===== src/hw/pwm3_pkg.sv =====
/*
 * Constants for the three-phase PWM block: register offsets, field
 * positions, reset values, mode codes and count-clock timing.
 * Assumes a 32-bit APB register bus and one clock domain.
 */
package pwm3_pkg;
    localparam int DATA_W = 32;
    localparam int ADDR_W = 8;
    localparam int VAL_W = 16;
    localparam int CNT_W = VAL_W + 1;
    localparam int PHASES = 3;
    localparam int ADCS = 2;
    localparam int INT_W = 3;
    localparam int ADC_TIMING_W = 6;
    localparam int OPTION_W = 8;

    // Count clock is the peripheral clock divided by this figure.
    localparam int PRESCALE_DIV = 2;

    localparam logic [ADDR_W-1:0] OFS_CTRL = 8'h00;
    localparam logic [ADDR_W-1:0] OFS_PERIOD = 8'h04;
    localparam logic [ADDR_W-1:0] OFS_DEAD = 8'h08;
    localparam logic [ADDR_W-1:0] OFS_OPTION = 8'h0C;
    localparam logic [ADDR_W-1:0] OFS_SET_FIRST = 8'h10;
    localparam logic [ADDR_W-1:0] OFS_SET_SECOND = 8'h14;
    localparam logic [ADDR_W-1:0] OFS_SET_THIRD = 8'h18;
    localparam logic [ADDR_W-1:0] OFS_TRIG0 = 8'h1C;
    localparam logic [ADDR_W-1:0] OFS_TRIG1 = 8'h20;
    localparam logic [ADDR_W-1:0] OFS_ADC_TIMING = 8'h24;
    localparam logic [ADDR_W-1:0] OFS_INT_STATUS = 8'h28;
    localparam logic [ADDR_W-1:0] OFS_INT_ENABLE = 8'h2C;
    localparam logic [ADDR_W-1:0] OFS_INT_CLEAR = 8'h30;
    localparam logic [ADDR_W-1:0] OFS_STATE = 8'h34;
    localparam logic [ADDR_W-1:0] OFS_CMP_U = 8'h38;
    localparam logic [ADDR_W-1:0] OFS_CMP_V = 8'h3C;
    localparam logic [ADDR_W-1:0] OFS_CMP_W = 8'h40;

    localparam int CTRL_MODE_LSB = 0;
    localparam int CTRL_OE_BIT = 2;
    localparam int INT_VALLEY_BIT = 0;
    localparam int INT_TRIG0_BIT = 1;
    localparam int STATE_DIR_BIT = 17;
    localparam int STATE_PEND_BIT = 18;

    localparam logic [1:0] MODE_DIRECT = 2'h0;
    localparam logic [1:0] MODE_DQ = 2'h1;
    localparam logic [1:0] MODE_LOCK = 2'h2;

    localparam logic [VAL_W-1:0] RST_PERIOD = 16'h031F;
    localparam logic [VAL_W-1:0] RST_DEAD = 16'h0080;
    localparam logic [VAL_W-1:0] RST_TRIG = 16'h0020;
    localparam logic [ADC_TIMING_W-1:0] RST_ADC_TIMING = 6'h00;
endpackage


===== src/hw/phase_if.sv =====
/*
 * Link between the carrier logic and one phase's dead-time stage.
 * Assumes both ends run on the same clock.
 */
`timescale 1ns/1ps
`default_nettype none
interface phase_if import pwm3_pkg::*; ();
    logic tick;
    logic raw;
    logic [VAL_W-1:0] dead;
    logic upper;
    logic lower_act;
    modport gen(output tick, output raw, output dead,
                input upper, input lower_act);
    modport arm(input tick, input raw, input dead,
                output upper, output lower_act);
endinterface
`default_nettype wire


===== src/hw/dead_time_arm.sv =====
/*
 * Dead-time stage for one phase: turns the raw compare level into
 * upper and lower arm drive with a gap around every transition.
 * Assumes tick is a one-cycle count-clock strobe.
 */
`timescale 1ns/1ps
`default_nettype none
module dead_time_arm import pwm3_pkg::*; (
    input wire logic i_clk,
    input wire logic i_rst_b,
    phase_if.arm link
);
    logic raw_q;
    logic [VAL_W-1:0] gap;

    always_ff @(posedge i_clk or negedge i_rst_b) begin
        if (!i_rst_b) begin
            raw_q <= 1'b0;
            gap <= '0;
        end else if (link.tick) begin
            raw_q <= link.raw;
            if (link.raw != raw_q) begin
                gap <= link.dead;
            end else if (gap != '0) begin
                gap <= gap - 1'b1;
            end
        end
    end

    // The gap delays each turn-on, so both arms are off meanwhile.
    assign link.upper = raw_q && (gap == '0);
    assign link.lower_act = !raw_q && (gap == '0);
endmodule
`default_nettype wire


===== src/hw/three_phase_pwm.sv =====
/*
 * Three-phase complementary PWM generator with dead time, batch
 * reload at the carrier valley and two A/D start triggers, with an
 * APB register slave and a level interrupt.
 * Assumes a single clock, an APB master with 32-bit data and a gate
 * driver that reads high impedance when the enables are low.
 */
// Local design decisions: register access over APB and the placing of the registers.
// Operation
// Upper width is twice span minus dead.
// Lower inactive width is twice span plus dead.
// Three phase compares, one each U, V, W.
// Trigger n fires after its compare count.
// Trigger timer steps on PWM count clock.
// Trigger delay measured from carrier valley.
// Software sets both trigger compares equal.
// Software sets conversion timing field to 0x0C.
// Mode codes: direct, dq, output lock.
// Output enable: high impedance or PWM drive.
// Direct widths range zero to period plus one.
// Software keeps d, q, angle in range.
// Count clock is two peripheral clocks.
// Carrier is up-down, twice period plus one.
// Dead time is count times count clock.
// First set write arms valley batch reload.
// Output lock keeps previous phase duties.
// Arms complementary, both off during dead time.
`timescale 1ns/1ps
`default_nettype none
module three_phase_pwm import pwm3_pkg::*; (
    input wire logic i_clk,
    input wire logic i_rst_b,
    input wire logic i_psel,
    input wire logic i_penable,
    input wire logic i_pwrite,
    input wire logic [ADDR_W-1:0] i_paddr,
    input wire logic [DATA_W-1:0] i_pwdata,
    output logic [DATA_W-1:0] o_prdata,
    output logic o_pready,
    output logic o_pslverr,
    output logic [PHASES-1:0] o_pwm_upper,
    output logic [PHASES-1:0] o_pwm_lower_n,
    output logic [2*PHASES-1:0] o_pwm_oe,
    output logic [ADCS-1:0] o_adc_start,
    output logic [ADC_TIMING_W-1:0] o_adc_conv_timing,
    output logic o_carrier_valley,
    output logic o_irq
);
    // Software-facing registers.
    logic [1:0] mode;
    logic out_en;
    logic [VAL_W-1:0] period_sh;
    logic [VAL_W-1:0] dead_sh;
    logic [OPTION_W-1:0] option_sh;
    logic [VAL_W-1:0] set_value [PHASES];
    logic [VAL_W-1:0] trig_sh [ADCS];
    logic [ADC_TIMING_W-1:0] adc_timing;
    logic [INT_W-1:0] int_status;
    logic [INT_W-1:0] int_enable;
    logic reload_pending;
    // Values in force for the running carrier.
    logic [VAL_W-1:0] carrier_period_value;
    logic [VAL_W-1:0] dead_time_count;
    logic [OPTION_W-1:0] pwm_option_setting;
    logic [CNT_W-1:0] phase_compare [PHASES];
    logic [VAL_W-1:0] trig_cmp [ADCS];
    // Carrier and trigger timer state.
    logic [$clog2(PRESCALE_DIV)-1:0] presc;
    logic tick;
    logic [CNT_W-1:0] cnt;
    logic dir_up;
    logic valley;
    logic step;
    logic [VAL_W-1:0] elapsed;
    logic [ADCS-1:0] armed;
    logic [ADCS-1:0] fire;
    // Phase drive.
    logic [PHASES-1:0] raw;
    logic [PHASES-1:0] upper;
    logic [PHASES-1:0] lower_act;
    // Bus decode.
    logic access;
    logic wr_en;
    logic hit;
    logic [DATA_W-1:0] rd_value;
    logic set_first_wr;
    // Maps a set value to a compare count, clamped to the carrier top.
    function automatic logic [CNT_W-1:0] to_compare(
        input logic [1:0] m,
        input logic [VAL_W-1:0] val,
        input logic [VAL_W-1:0] per
    );
        logic signed [CNT_W+1:0] top;
        logic signed [CNT_W+1:0] base;
        logic signed [CNT_W+1:0] res;
        top = $signed({3'h0, per}) + 19'sh00001;
        base = (m == MODE_DQ) ? (top >>> 1) : top;
        res = base - $signed({{3{val[VAL_W-1]}}, val});
        if (res < 0) begin
            res = '0;
        end else if (res > top) begin
            res = top;
        end
        return res[CNT_W-1:0];
    endfunction
    // Count-clock strobe, one clock in every PRESCALE_DIV.
    always_ff @(posedge i_clk or negedge i_rst_b) begin
        if (!i_rst_b) begin
            presc <= '0;
        end else if (tick) begin
            presc <= '0;
        end else begin
            presc <= presc + 1'b1;
        end
    end
    assign tick = (presc == PRESCALE_DIV[$clog2(PRESCALE_DIV)-1:0] - 1'b1);
    // The valley is the down-count reaching zero.
    assign valley = tick && !dir_up && (cnt <= {{(CNT_W-1){1'b0}}, 1'b1});
    // Triangular carrier: 0..P counting up, P+1..1 counting down.
    always_ff @(posedge i_clk or negedge i_rst_b) begin
        if (!i_rst_b) begin
            cnt <= '0;
            dir_up <= 1'b1;
        end else if (tick) begin
            if (dir_up) begin
                if (cnt >= {1'b0, carrier_period_value}) begin
                    cnt <= {1'b0, carrier_period_value} + 1'b1;
                    dir_up <= 1'b0;
                end else begin
                    cnt <= cnt + 1'b1;
                end
            end else if (valley) begin
                cnt <= '0;
                dir_up <= 1'b1;
            end else begin
                cnt <= cnt - 1'b1;
            end
        end
    end
    // Up and down thresholds differ by one so each phase gets an
    // exact 2*(P+1-C) count-clock raw window.
    always_comb begin
        for (int p = 0; p < PHASES; p++) begin
            raw[p] = dir_up ? (cnt >= phase_compare[p])
                            : (cnt > phase_compare[p]);
        end
    end
    // Batch reload: period, dead time, option, triggers and, outside lock mode, duties change together at a valley.
    always_ff @(posedge i_clk or negedge i_rst_b) begin
        if (!i_rst_b) begin
            carrier_period_value <= RST_PERIOD;
            dead_time_count <= RST_DEAD;
            pwm_option_setting <= '0;
            for (int a = 0; a < ADCS; a++) begin
                trig_cmp[a] <= RST_TRIG;
            end
            for (int p = 0; p < PHASES; p++) begin
                phase_compare[p] <= {1'b0, RST_PERIOD} + 1'b1;
            end
        end else if (valley && reload_pending) begin
            carrier_period_value <= period_sh;
            dead_time_count <= dead_sh;
            pwm_option_setting <= option_sh;
            for (int a = 0; a < ADCS; a++) begin
                trig_cmp[a] <= trig_sh[a];
            end
            // In lock mode the applied duties stay as they were.
            if (mode != MODE_LOCK) begin
                for (int p = 0; p < PHASES; p++) begin
                    phase_compare[p] <= to_compare(mode, set_value[p],
                                                   period_sh);
                end
            end
        end
    end
    // A write landing on the valley re-arms; the set wins the clear.
    always_ff @(posedge i_clk or negedge i_rst_b) begin
        if (!i_rst_b) begin
            reload_pending <= 1'b0;
        end else if (set_first_wr) begin
            reload_pending <= 1'b1;
        end else if (valley) begin
            reload_pending <= 1'b0;
        end
    end
    // Trigger timer runs on the count clock, restarted by the valley.
    always_ff @(posedge i_clk or negedge i_rst_b) begin
        if (!i_rst_b) begin
            elapsed <= '0;
            step <= 1'b0;
        end else begin
            step <= tick;
            if (valley) begin
                elapsed <= '0;
            end else if (tick && (elapsed != {VAL_W{1'b1}})) begin
                elapsed <= elapsed + 1'b1;
            end
        end
    end
    always_comb begin
        for (int a = 0; a < ADCS; a++) begin
            fire[a] = step && armed[a] && (elapsed == trig_cmp[a]);
        end
    end
    // Each trigger fires at most once per carrier period.
    always_ff @(posedge i_clk or negedge i_rst_b) begin
        if (!i_rst_b) begin
            armed <= '0;
            o_adc_start <= '0;
        end else begin
            o_adc_start <= fire;
            for (int a = 0; a < ADCS; a++) begin
                if (valley) begin
                    armed[a] <= 1'b1;
                end else if (fire[a]) begin
                    armed[a] <= 1'b0;
                end
            end
        end
    end
    // Dead-time stages, one per phase.
    for (genvar g = 0; g < PHASES; g++) begin : g_phase
        phase_if link();
        assign link.tick = tick;
        assign link.raw = raw[g];
        assign link.dead = dead_time_count;
        assign upper[g] = link.upper;
        assign lower_act[g] = link.lower_act;
        dead_time_arm u_arm (
            .i_clk(i_clk),
            .i_rst_b(i_rst_b),
            .link(link)
        );
    end
    // Pins are registered; a disabled output floats and drives zero.
    always_ff @(posedge i_clk or negedge i_rst_b) begin
        if (!i_rst_b) begin
            o_pwm_upper <= '0;
            o_pwm_lower_n <= '0;
            o_pwm_oe <= '0;
            o_carrier_valley <= 1'b0;
        end else begin
            o_pwm_upper <= out_en ? upper : '0;
            o_pwm_lower_n <= out_en ? ~lower_act : '0;
            o_pwm_oe <= {(2*PHASES){out_en}};
            o_carrier_valley <= valley;
        end
    end
    // APB slave: zero wait states, read data captured in setup.
    assign access = i_psel && i_penable;
    assign wr_en = access && i_pwrite && hit;
    assign set_first_wr = wr_en && (i_paddr == OFS_SET_FIRST);
    assign o_pready = 1'b1;
    assign o_pslverr = access && !hit;
    always_comb begin
        hit = 1'b1;
        rd_value = '0;
        if (i_paddr == OFS_CTRL) begin
            rd_value[CTRL_MODE_LSB +: 2] = mode;
            rd_value[CTRL_OE_BIT] = out_en;
        end else if (i_paddr == OFS_PERIOD) begin
            rd_value[VAL_W-1:0] = period_sh;
        end else if (i_paddr == OFS_DEAD) begin
            rd_value[VAL_W-1:0] = dead_sh;
        end else if (i_paddr == OFS_OPTION) begin
            rd_value[OPTION_W-1:0] = option_sh;
        end else if (i_paddr == OFS_SET_FIRST) begin
            rd_value[VAL_W-1:0] = set_value[0];
        end else if (i_paddr == OFS_SET_SECOND) begin
            rd_value[VAL_W-1:0] = set_value[1];
        end else if (i_paddr == OFS_SET_THIRD) begin
            rd_value[VAL_W-1:0] = set_value[2];
        end else if (i_paddr == OFS_TRIG0) begin
            rd_value[VAL_W-1:0] = trig_sh[0];
        end else if (i_paddr == OFS_TRIG1) begin
            rd_value[VAL_W-1:0] = trig_sh[1];
        end else if (i_paddr == OFS_ADC_TIMING) begin
            rd_value[ADC_TIMING_W-1:0] = adc_timing;
        end else if (i_paddr == OFS_INT_STATUS) begin
            rd_value[INT_W-1:0] = int_status;
        end else if (i_paddr == OFS_INT_ENABLE) begin
            rd_value[INT_W-1:0] = int_enable;
        end else if (i_paddr == OFS_INT_CLEAR) begin
            rd_value = '0;
        end else if (i_paddr == OFS_STATE) begin
            rd_value[CNT_W-1:0] = cnt;
            rd_value[STATE_DIR_BIT] = dir_up;
            rd_value[STATE_PEND_BIT] = reload_pending;
        end else if (i_paddr == OFS_CMP_U) begin
            rd_value[CNT_W-1:0] = phase_compare[0];
        end else if (i_paddr == OFS_CMP_V) begin
            rd_value[CNT_W-1:0] = phase_compare[1];
        end else if (i_paddr == OFS_CMP_W) begin
            rd_value[CNT_W-1:0] = phase_compare[2];
        end else begin
            hit = 1'b0;
        end
    end
    always_ff @(posedge i_clk or negedge i_rst_b) begin
        if (!i_rst_b) begin
            o_prdata <= '0;
        end else if (i_psel && !i_penable) begin
            o_prdata <= i_pwrite ? '0 : rd_value;
        end
    end
    // Control and shadow registers.
    always_ff @(posedge i_clk or negedge i_rst_b) begin
        if (!i_rst_b) begin
            mode <= MODE_DIRECT;
            out_en <= 1'b0;
            period_sh <= RST_PERIOD;
            dead_sh <= RST_DEAD;
            option_sh <= '0;
            adc_timing <= RST_ADC_TIMING;
            for (int p = 0; p < PHASES; p++) begin
                set_value[p] <= '0;
            end
            for (int a = 0; a < ADCS; a++) begin
                trig_sh[a] <= RST_TRIG;
            end
        end else if (wr_en) begin
            if (i_paddr == OFS_CTRL) begin
                mode <= i_pwdata[CTRL_MODE_LSB +: 2];
                out_en <= i_pwdata[CTRL_OE_BIT];
            end else if (i_paddr == OFS_PERIOD) begin
                period_sh <= i_pwdata[VAL_W-1:0];
            end else if (i_paddr == OFS_DEAD) begin
                dead_sh <= i_pwdata[VAL_W-1:0];
            end else if (i_paddr == OFS_OPTION) begin
                option_sh <= i_pwdata[OPTION_W-1:0];
            end else if (i_paddr == OFS_SET_FIRST) begin
                set_value[0] <= i_pwdata[VAL_W-1:0];
            end else if (i_paddr == OFS_SET_SECOND) begin
                set_value[1] <= i_pwdata[VAL_W-1:0];
            end else if (i_paddr == OFS_SET_THIRD) begin
                set_value[2] <= i_pwdata[VAL_W-1:0];
            end else if (i_paddr == OFS_TRIG0) begin
                trig_sh[0] <= i_pwdata[VAL_W-1:0];
            end else if (i_paddr == OFS_TRIG1) begin
                trig_sh[1] <= i_pwdata[VAL_W-1:0];
            end else if (i_paddr == OFS_ADC_TIMING) begin
                adc_timing <= i_pwdata[ADC_TIMING_W-1:0];
            end
        end
    end
    assign o_adc_conv_timing = adc_timing;
    // Sticky event flags; a new event beats a clear in the same cycle.
    logic [INT_W-1:0] flag_set;
    assign flag_set = {fire, valley};
    always_ff @(posedge i_clk or negedge i_rst_b) begin
        if (!i_rst_b) begin
            int_status <= '0;
            int_enable <= '0;
        end else begin
            if (wr_en && (i_paddr == OFS_INT_ENABLE)) begin
                int_enable <= i_pwdata[INT_W-1:0];
            end
            for (int b = 0; b < INT_W; b++) begin
                if (flag_set[b]) begin
                    int_status[b] <= 1'b1;
                end else if (wr_en && (i_paddr == OFS_INT_CLEAR)
                             && i_pwdata[b]) begin
                    int_status[b] <= 1'b0;
                end
            end
        end
    end
    assign o_irq = |(int_status & int_enable);
endmodule
`default_nettype wire


===== config.mk =====
export PLATFORM = sky130hd
export DESIGN_NAME = three_phase_pwm
export DESIGN_NICKNAME = d
export VERILOG_FILES = /design/src/hw/pwm3_pkg.sv /design/src/hw/phase_if.sv /design/src/hw/dead_time_arm.sv /design/src/hw/three_phase_pwm.sv
export SDC_FILE = /design/constraint.sdc
export NUM_CORES = 1
export LEC_CHECK = 0
export BUFFER_PORTS_ARGS = -buffer_cell sky130_fd_sc_hd__buf_2
export CORE_AREA = 3 3 214 216
export CTS_CLUSTER_SIZE = 14
export DETAILED_ROUTE_END_ITERATION = 7
export DIE_AREA = 0 0 217 219
export GPL_TIMING_DRIVEN = 0
export PLACE_DENSITY = 0.81
export SETUP_SLACK_MARGIN = 0.05
export SLEW_MARGIN = 0
export SYNTH_ARGS = -nofsm -noshare
export SYNTH_HDL_FRONTEND = slang
export SYNTH_SLANG_ARGS = --single-unit

===== constraint.sdc =====
create_clock -name i_clk -period 5.1 [get_ports i_clk]
set_input_delay 0.765 -clock i_clk [delete_from_list [all_inputs] [get_ports i_clk]]
set_output_delay 0.765 -clock i_clk [all_outputs]
set_load 0.005 [all_outputs]

After elaboration in Yosys (flattened, before gate mapping)
Index checks and enable logic that the tools add are counted.
Cells by class
  add/subtract/negate cells: 12
  $mul: 0
  div/mod/pow operators: 0
  order comparisons: 14
  eq/ne operators: 24
  shift-type cells: 0
  muxes and demuxes: 118
  bitwise operators: 11
  reduce and logical (&&, ||, !) cells: 63
Operators with widths (number)
  2-to-1 mux 16 bit: 24
  2-to-1 mux 29 bit: 11
  2-to-1 mux 26 bit: 10
  2-to-1 mux 19 bit: 13
  2-to-1 mux 17 bit: 14
  equality test 8 x 6 -> 1 bit, second input constant: 8
  > comparator 19 x 18 -> 1 bit: 3
  less-than comparator 19 x 1 -> 1 bit, second input constant: 3
  subtractor 18 x 16 -> 19 bit: 3
  >= comparator 17 bit: 3
  > comparator 17 bit: 3
  zero test 16 bit: 3
  nonzero test 16 bit: 3
  subtractor 16 x 1 -> 16 bit, second input constant: 3
  2-to-1 mux 1 bit: 36
  adder 16 x 1 -> 17 bit, second input constant: 2
  equality test 16 bit: 2
  equality test 8 x 5 -> 1 bit, second input constant: 4
  2-to-1 mux 32 bit: 1
  logical AND 1 bit: 25
  2-to-1 mux 24 bit: 1
  nonzero test 2 bit: 10
  adder 17 x 1 -> 17 bit, second input constant: 1
  >= comparator 17 x 16 -> 1 bit: 1
  other kinds (31): 55
Word-level totals
  register bits: 382
  latch bits: 0
  RAM bits: 0
  memory bits (read-only): 0
  bits of input ports: 45
  output and inout port bits: 56
  logic and storage cells: 284
  memories kept: 0

Longest topological paths before layout
  depth after elaboration: 50
  mapped depth: 27
  mapped depth without buffers: 25

Hierarchy
From an unflattened synthesis, not the netlist that was laid out.
Unflattened totals
  cells, all modules: 2656
  area total of the unflattened synthesis: 25034.0 um^2
Modules (own cells, without submodules)
  three_phase_pwm: instances 1, cells each 2254, area an instance 21486.9 um^2
  dead_time_arm: instances 3, cells each 134, area an instance 1182.4 um^2

Least setup slack after synthesis
Ideal clock, no wire load.
  kind: flip-flop to flip-flop
  start: register period_sh[0]
  end: register phase_compare[10] (netlist bit)
  library setup time: 141 ps
  arrival time: 5138 ps
  data required time: 4959 ps
  slack: -179 ps
  cell stages (with the launch flop): 26
  cells stage by stage: dfstp_2 > clkbuf_1 > and3_1 > and2_1 > nand2_1 > xnor2_1 > nor2_1 > a21oi_1 > ha_1 > a21o_1 > or3_1 > o211ai_1 > o21ai_0 > and4_1 > nor4_1 > ha_1 > nor2b_1 > o21ai_0 > o211ai_1 > o21ai_0 > nand2_1 > o31a_1 > buf_2 > buf_2 > mux2i_1 > o22ai_1
Between the ends
  cells in the longest elaborated chain, start to end: 6
  elaborated cells between the ends (all ways): 7
  classes of those cells: 2 x add/sub; 2 x order compare; 3 x mux
RTL lines
  start, declared: RTL line three_phase_pwm.sv:52  | logic [VAL_W-1:0] period_sh;
  start signal, assigned: RTL line three_phase_pwm.sv:326  | period_sh <= i_pwdata[VAL_W-1:0];
  adder 16 x 1 -> 17 bit (*): RTL line three_phase_pwm.sv:96  | top = $signed({3'h0, per}) + 19'sh00001;
  2-to-1 mux 17 bit: RTL line three_phase_pwm.sv:97  | base = (m == MODE_DQ) ? (top >>> 1) : top;
  subtractor 18 x 16 -> 19 bit: RTL line three_phase_pwm.sv:98  | res = base - $signed({{3{val[VAL_W-1]}}, val});
  > comparator 19 x 18 -> 1 bit: RTL line three_phase_pwm.sv:101  | end else if (res > top) begin
  2-to-1 mux 17 bit: RTL line three_phase_pwm.sv:101
  2-to-1 mux 17 bit (*): RTL line three_phase_pwm.sv:99  | if (res < 0) begin
  end signal, assigned by index: RTL line three_phase_pwm.sv:158  | phase_compare[p] <= {1'b0, RST_PERIOD} + 1'b1;
  end signal, assigned by index: RTL line three_phase_pwm.sv:170  | phase_compare[p] <= to_compare(mode, set_value[p],
  end, declared: RTL line three_phase_pwm.sv:65  | logic [CNT_W-1:0] phase_compare [PHASES];
Every way passes the cells marked *; elsewhere a longest branch is shown, timed or not.
A chain may end at the register's enable or synchronous reset.

Final worst setup path
  start: register period_sh[5]
  end: register phase_compare[10] (netlist bit)
Same word-level chain as after synthesis.

==> results summary <==
The number of setup violations in the final report is 51. The number of clock buffers added by TritonCTS is 40. The area of the core is 0.0441 mm2. For this configuration, the core starts out at a cell density of 56.8%. The static power due to leakage came out at 0.0138 uW. The worst-case reg-to-reg path depth came out at 26. The element type at the critical path start is a flip-flop.

The number of vias per cell is 6.62. The clock tree from TritonCTS is yes. The DRC violations left came out at 0. The minimum clock period came out at 5.69 ns. The violation count after the first detailed-route iteration came out at 2929. The maximum number of pins on one net before global-route repair came out at 124. The top achievable clock speed came out at 176 MHz. The worst-margin pin slew is 1.33 ns. The commonest cells after synthesis are 339 x sky130_fd_sc_hd__dfrtp_1, 210 x sky130_fd_sc_hd__nand2_1, 190 x sky130_fd_sc_hd__inv_1, 180 x sky130_fd_sc_hd__ha_1, 169 x sky130_fd_sc_hd__o21ai_0. The number of global-route vias before repair was 23.0k.

The final reports fail on negative setup slack. The number of sinks handled by clock tree synthesis is 369. The number of standard cells after synthesis is 2662. The total of warnings raised by yosys came out at 0. By area the synthesized netlist is led by sky130_fd_sc_hd__dfrtp_1 34%, sky130_fd_sc_hd__ha_1 9.0%, sky130_fd_sc_hd__mux2_2 6.1%, sky130_fd_sc_hd__o21ai_0 3.4%, sky130_fd_sc_hd__dfstp_2 3.1%.

For this design the ratio of total power to cell area is 371 mW/mm2. Setup repair after global routing could not meet its margin everywhere. The vertical extent of the die came out at 219 um. The total count of hold-check failures in the final report came to 0. The most used standard cell by instance count after synthesis is sky130_fd_sc_hd__dfrtp_1. The tool flagged a number of max-cap violations equal to 0. The diode insertion count for antenna repair is 0.

The final critical path takes up 112% of the cycle. The H-tree depth reported by CTS is 2. The number of nets in the layout is 3104.

The slack of the worst reg-to-reg path came out at -0.59 ns. The worst-case clock buffer depth is 3. The number of antenna violations at the first check in global routing is 2. The clock edge transition at the registers on the reported setup and hold paths came out at 0.06 ns. Once detailed placement completed, the half-perimeter wirelength came to 70200 um.

The wire length of the first global-routing pass is 139000 um. The quantity of I/O buffers inserted on ports is 68. The design draws 11100 uW. Clock tree synthesis selected as its root buffer the cell sky130_fd_sc_hd__clkbuf_16. The largest stage delay on the critical path came out at 0.69 ns.

The number of distinct library cells after synthesis came out at 103. The routability congestion estimate came out at 1.05. Among the stages of the critical path, the cell type that occurs most often is sky130_fd_sc_hd__a21oi_2.

The share of post-route cells with drive strength above 1 came out at 24.1%. After detailed placement, the design holds a cell count of 3337. The final standard cell count with taps included and fillers excluded is 3497. The dominant synthesized flop cell is sky130_fd_sc_hd__dfrtp_1. The most area-hungry cell type in the Yosys netlist is sky130_fd_sc_hd__dfrtp_1. The tightest min-delay check is of the input pin to asynchronous set/reset pin type. The worst pin sits at a relative slew slack of 10.9%. The detailed-route wire length per cell is 26.6 um. At the end of the flow the core is filled with cells to 67.8%. The critical path capture point type is a flip-flop.

The area fraction of the dominant cell type after synthesis is 33.9%. The sequential share of the synthesized area came out at 37.0%. Summing every instance area after synthesis gives 0.0251 mm2. The mean cell area of the mapped netlist is 9.41 um2. The area of the die came out at 0.0475 mm2.

The number of ports placed on the die boundary came out at 101. Among all stages on the critical path, the largest delay is contributed by sky130_fd_sc_hd__dfrtp_1. For the worst setup path, the data required time is 5.50 ns.

The global router's overall resource usage is 38.4%. For this block, the routed nets add up to 93200 um of wire. The worst-case IR drop observed on VDD is 350 uV. The remaining number of nets flagged by the antenna check after routing is 0. The run finished, with violations left.

The number of pins exceeding their max-slew limit in the final report is 0. The family with the most delay on the worst path is compound AO/OA/AOI/OAI gates. The width of the die came out at 217 um.

The arrival time at the worst endpoint is 6.10 ns. The worst path setup slack after routing came out at -0.592 ns. The count of flip-flops with a built-in enable after synthesis came out at 0. The overflow left after global routing is 0. For the worst-skew pair, the clock arrives at the later sink with an insertion delay of 0.59 ns.

The floorplan has 77 rows. The number of gates on the worst path with buffers counted came out at 26. For the final routed database, the setup TNS stands at -22.71 ns.

The area growth from synthesis to layout is 19.4%. After synthesis the netlist holds a flip-flop and latch count of 369. The critical path buffer and inverter count is 6. The number of iterations in the first detailed-routing pass is 7. The setup path with the least slack is of type flip-flop to flip-flop. On the final layout, the worst clock skew is 0.0518 ns.

The number of vias after detailed routing came out at 23.1k. The async set or reset register ratio after synthesis is 100%. Of all nets on the critical path, the largest fanout is 6.
## worst paths after layout
| path | start | to |
|---|---|---|
| max reg2reg | period_sh[5] | phase_compare[10] |
| max | period_sh[5] | phase_compare[10] |
| min in group i_clk | i_pwdata[0] | dead_sh[0] |
| min | i_rst_b | elapsed[3] |
| min reg2reg | o_prdata[2] | o_prdata[2] |
| max in group asynchronous | i_rst_b | carrier_period_value[14] |
## final cells by class
type                            count  area, um2
Fill cell                        3392      14200
Inverter                          190        713
Multi-Input combinational cell   1982      15800
Buffer                            131        753
Clock inverter                     12        165
Tap cell                          592        741
Sequential cell                   369       9270
Timing Repair Buffer              162       1270
Clock buffer                       59       1180
## metrics by stage
stage / area [um2] / hold slack (ns) / worst slack [ns]
global route: 29900 / 0.152 / -0.746
CTS: 29000 / 0.137 / -0.515
floorplan: 25200 / 0.372 / 0.0655
detailed placement: 26300 / 0.464 / -1.49
global placement: 26200 / 0.457 / -3.63
finish: 29900 / 0.128 / -0.592
## kinds of logic after synthesis
logic type,share of synthesized area [%]
and+or+nand+nor,15.1
muxes,10.4
buffers and inverters,5.64
AOI/OAI and AO/OA,18.7
xor gates and xnor gates,3.91
adders and majority gates,9.23
other,0.0300
DFF,37.0
## sequential cells by signal, summed over array words and instances, names as in the netlist, 2 cells and up
register	count
set_value	48
carrier_period_value	16
phase_compare	51
trig_sh	32
elapsed	16
g_phase.u_arm.raw_q	3
cnt	17
mode	2
g_phase.u_arm.gap	48
armed	2
dead_time_count	16
o_pwm_lower_n	3
int_enable	3
o_adc_conv_timing	6
trig_cmp	32
o_pwm_upper	3
int_status	3
option_sh	8
period_sh	16
o_adc_start	2
dead_sh	16
o_prdata	19
## layout by cell type, fill, tap and decap left out, types with 74 or more instances in the layout
cell / instances
sky130_fd_sc_hd__nand2_1: 206
sky130_fd_sc_hd__a21oi_1: 98
sky130_fd_sc_hd__dfrtp_1: 337
sky130_fd_sc_hd__mux2_2: 134
sky130_fd_sc_hd__ha_1: 158
sky130_fd_sc_hd__buf_2: 85
sky130_fd_sc_hd__nor2_1: 144
sky130_fd_sc_hd__o21ai_0: 155
sky130_fd_sc_hd__clkbuf_1: 74
sky130_fd_sc_hd__inv_1: 182
sky130_fd_sc_hd__buf_4: 101
## power breakdown
part / switching, uW / internal [uW]
clock: 1270 / 1720
sequential: 408 / 3210
combinational: 2690 / 1810
total: 4370 / 6740
## layer usage
layer | GRT usage [%] | share of wire, % | vias to the layer above
met5 | 0 | 0.012 | -
met4 | 27.0 | 9.0 | 2
met3 | 7.84 | 9.0 | 388
met1 | 47.7 | 38 | 11300
li1 | - | - | 10100
met2 | 60.1 | 44 | 1378
## what timing repair did
item,in CTS,in global routing
setup endpoints to repair,51,51
setup buffers,50,42
hold buffers,0,0
pin swaps,52,63
endpoints found under the hold margin,0,0
gates cloned,3,0
resized for setup,169,113
## worst reg2reg max path: stages, from the launching register on
cell	delay, ns
sky130_fd_sc_hd__dfrtp_1	0.69
sky130_fd_sc_hd__and3_4	0.36
sky130_fd_sc_hd__and2_4	0.22
sky130_fd_sc_hd__nand3_2	0.11
sky130_fd_sc_hd__xnor2_2	0.25
sky130_fd_sc_hd__buf_4	0.20
sky130_fd_sc_hd__inv_1	0.10
sky130_fd_sc_hd__a21oi_2	0.27
sky130_fd_sc_hd__ha_1	0.38
sky130_fd_sc_hd__o21a_1	0.15
sky130_fd_sc_hd__nor2_1	0.14
sky130_fd_sc_hd__a21oi_2	0.07
sky130_fd_sc_hd__a211oi_2	0.24
sky130_fd_sc_hd__xor2_1	0.15
sky130_fd_sc_hd__ha_1	0.37
sky130_fd_sc_hd__buf_6	0.13
sky130_fd_sc_hd__nand4_1	0.09
sky130_fd_sc_hd__nor3_2	0.31
sky130_fd_sc_hd__a21oi_2	0.09
sky130_fd_sc_hd__o21ai_2	0.10
sky130_fd_sc_hd__nand2_1	0.08
sky130_fd_sc_hd__o31a_1	0.31
sky130_fd_sc_hd__buf_6	0.15
sky130_fd_sc_hd__buf_12	0.13
sky130_fd_sc_hd__buf_12	0.13
sky130_fd_sc_hd__mux2i_2	0.20
sky130_fd_sc_hd__o22ai_1	0.09
(Power assumes the default switching activity.)
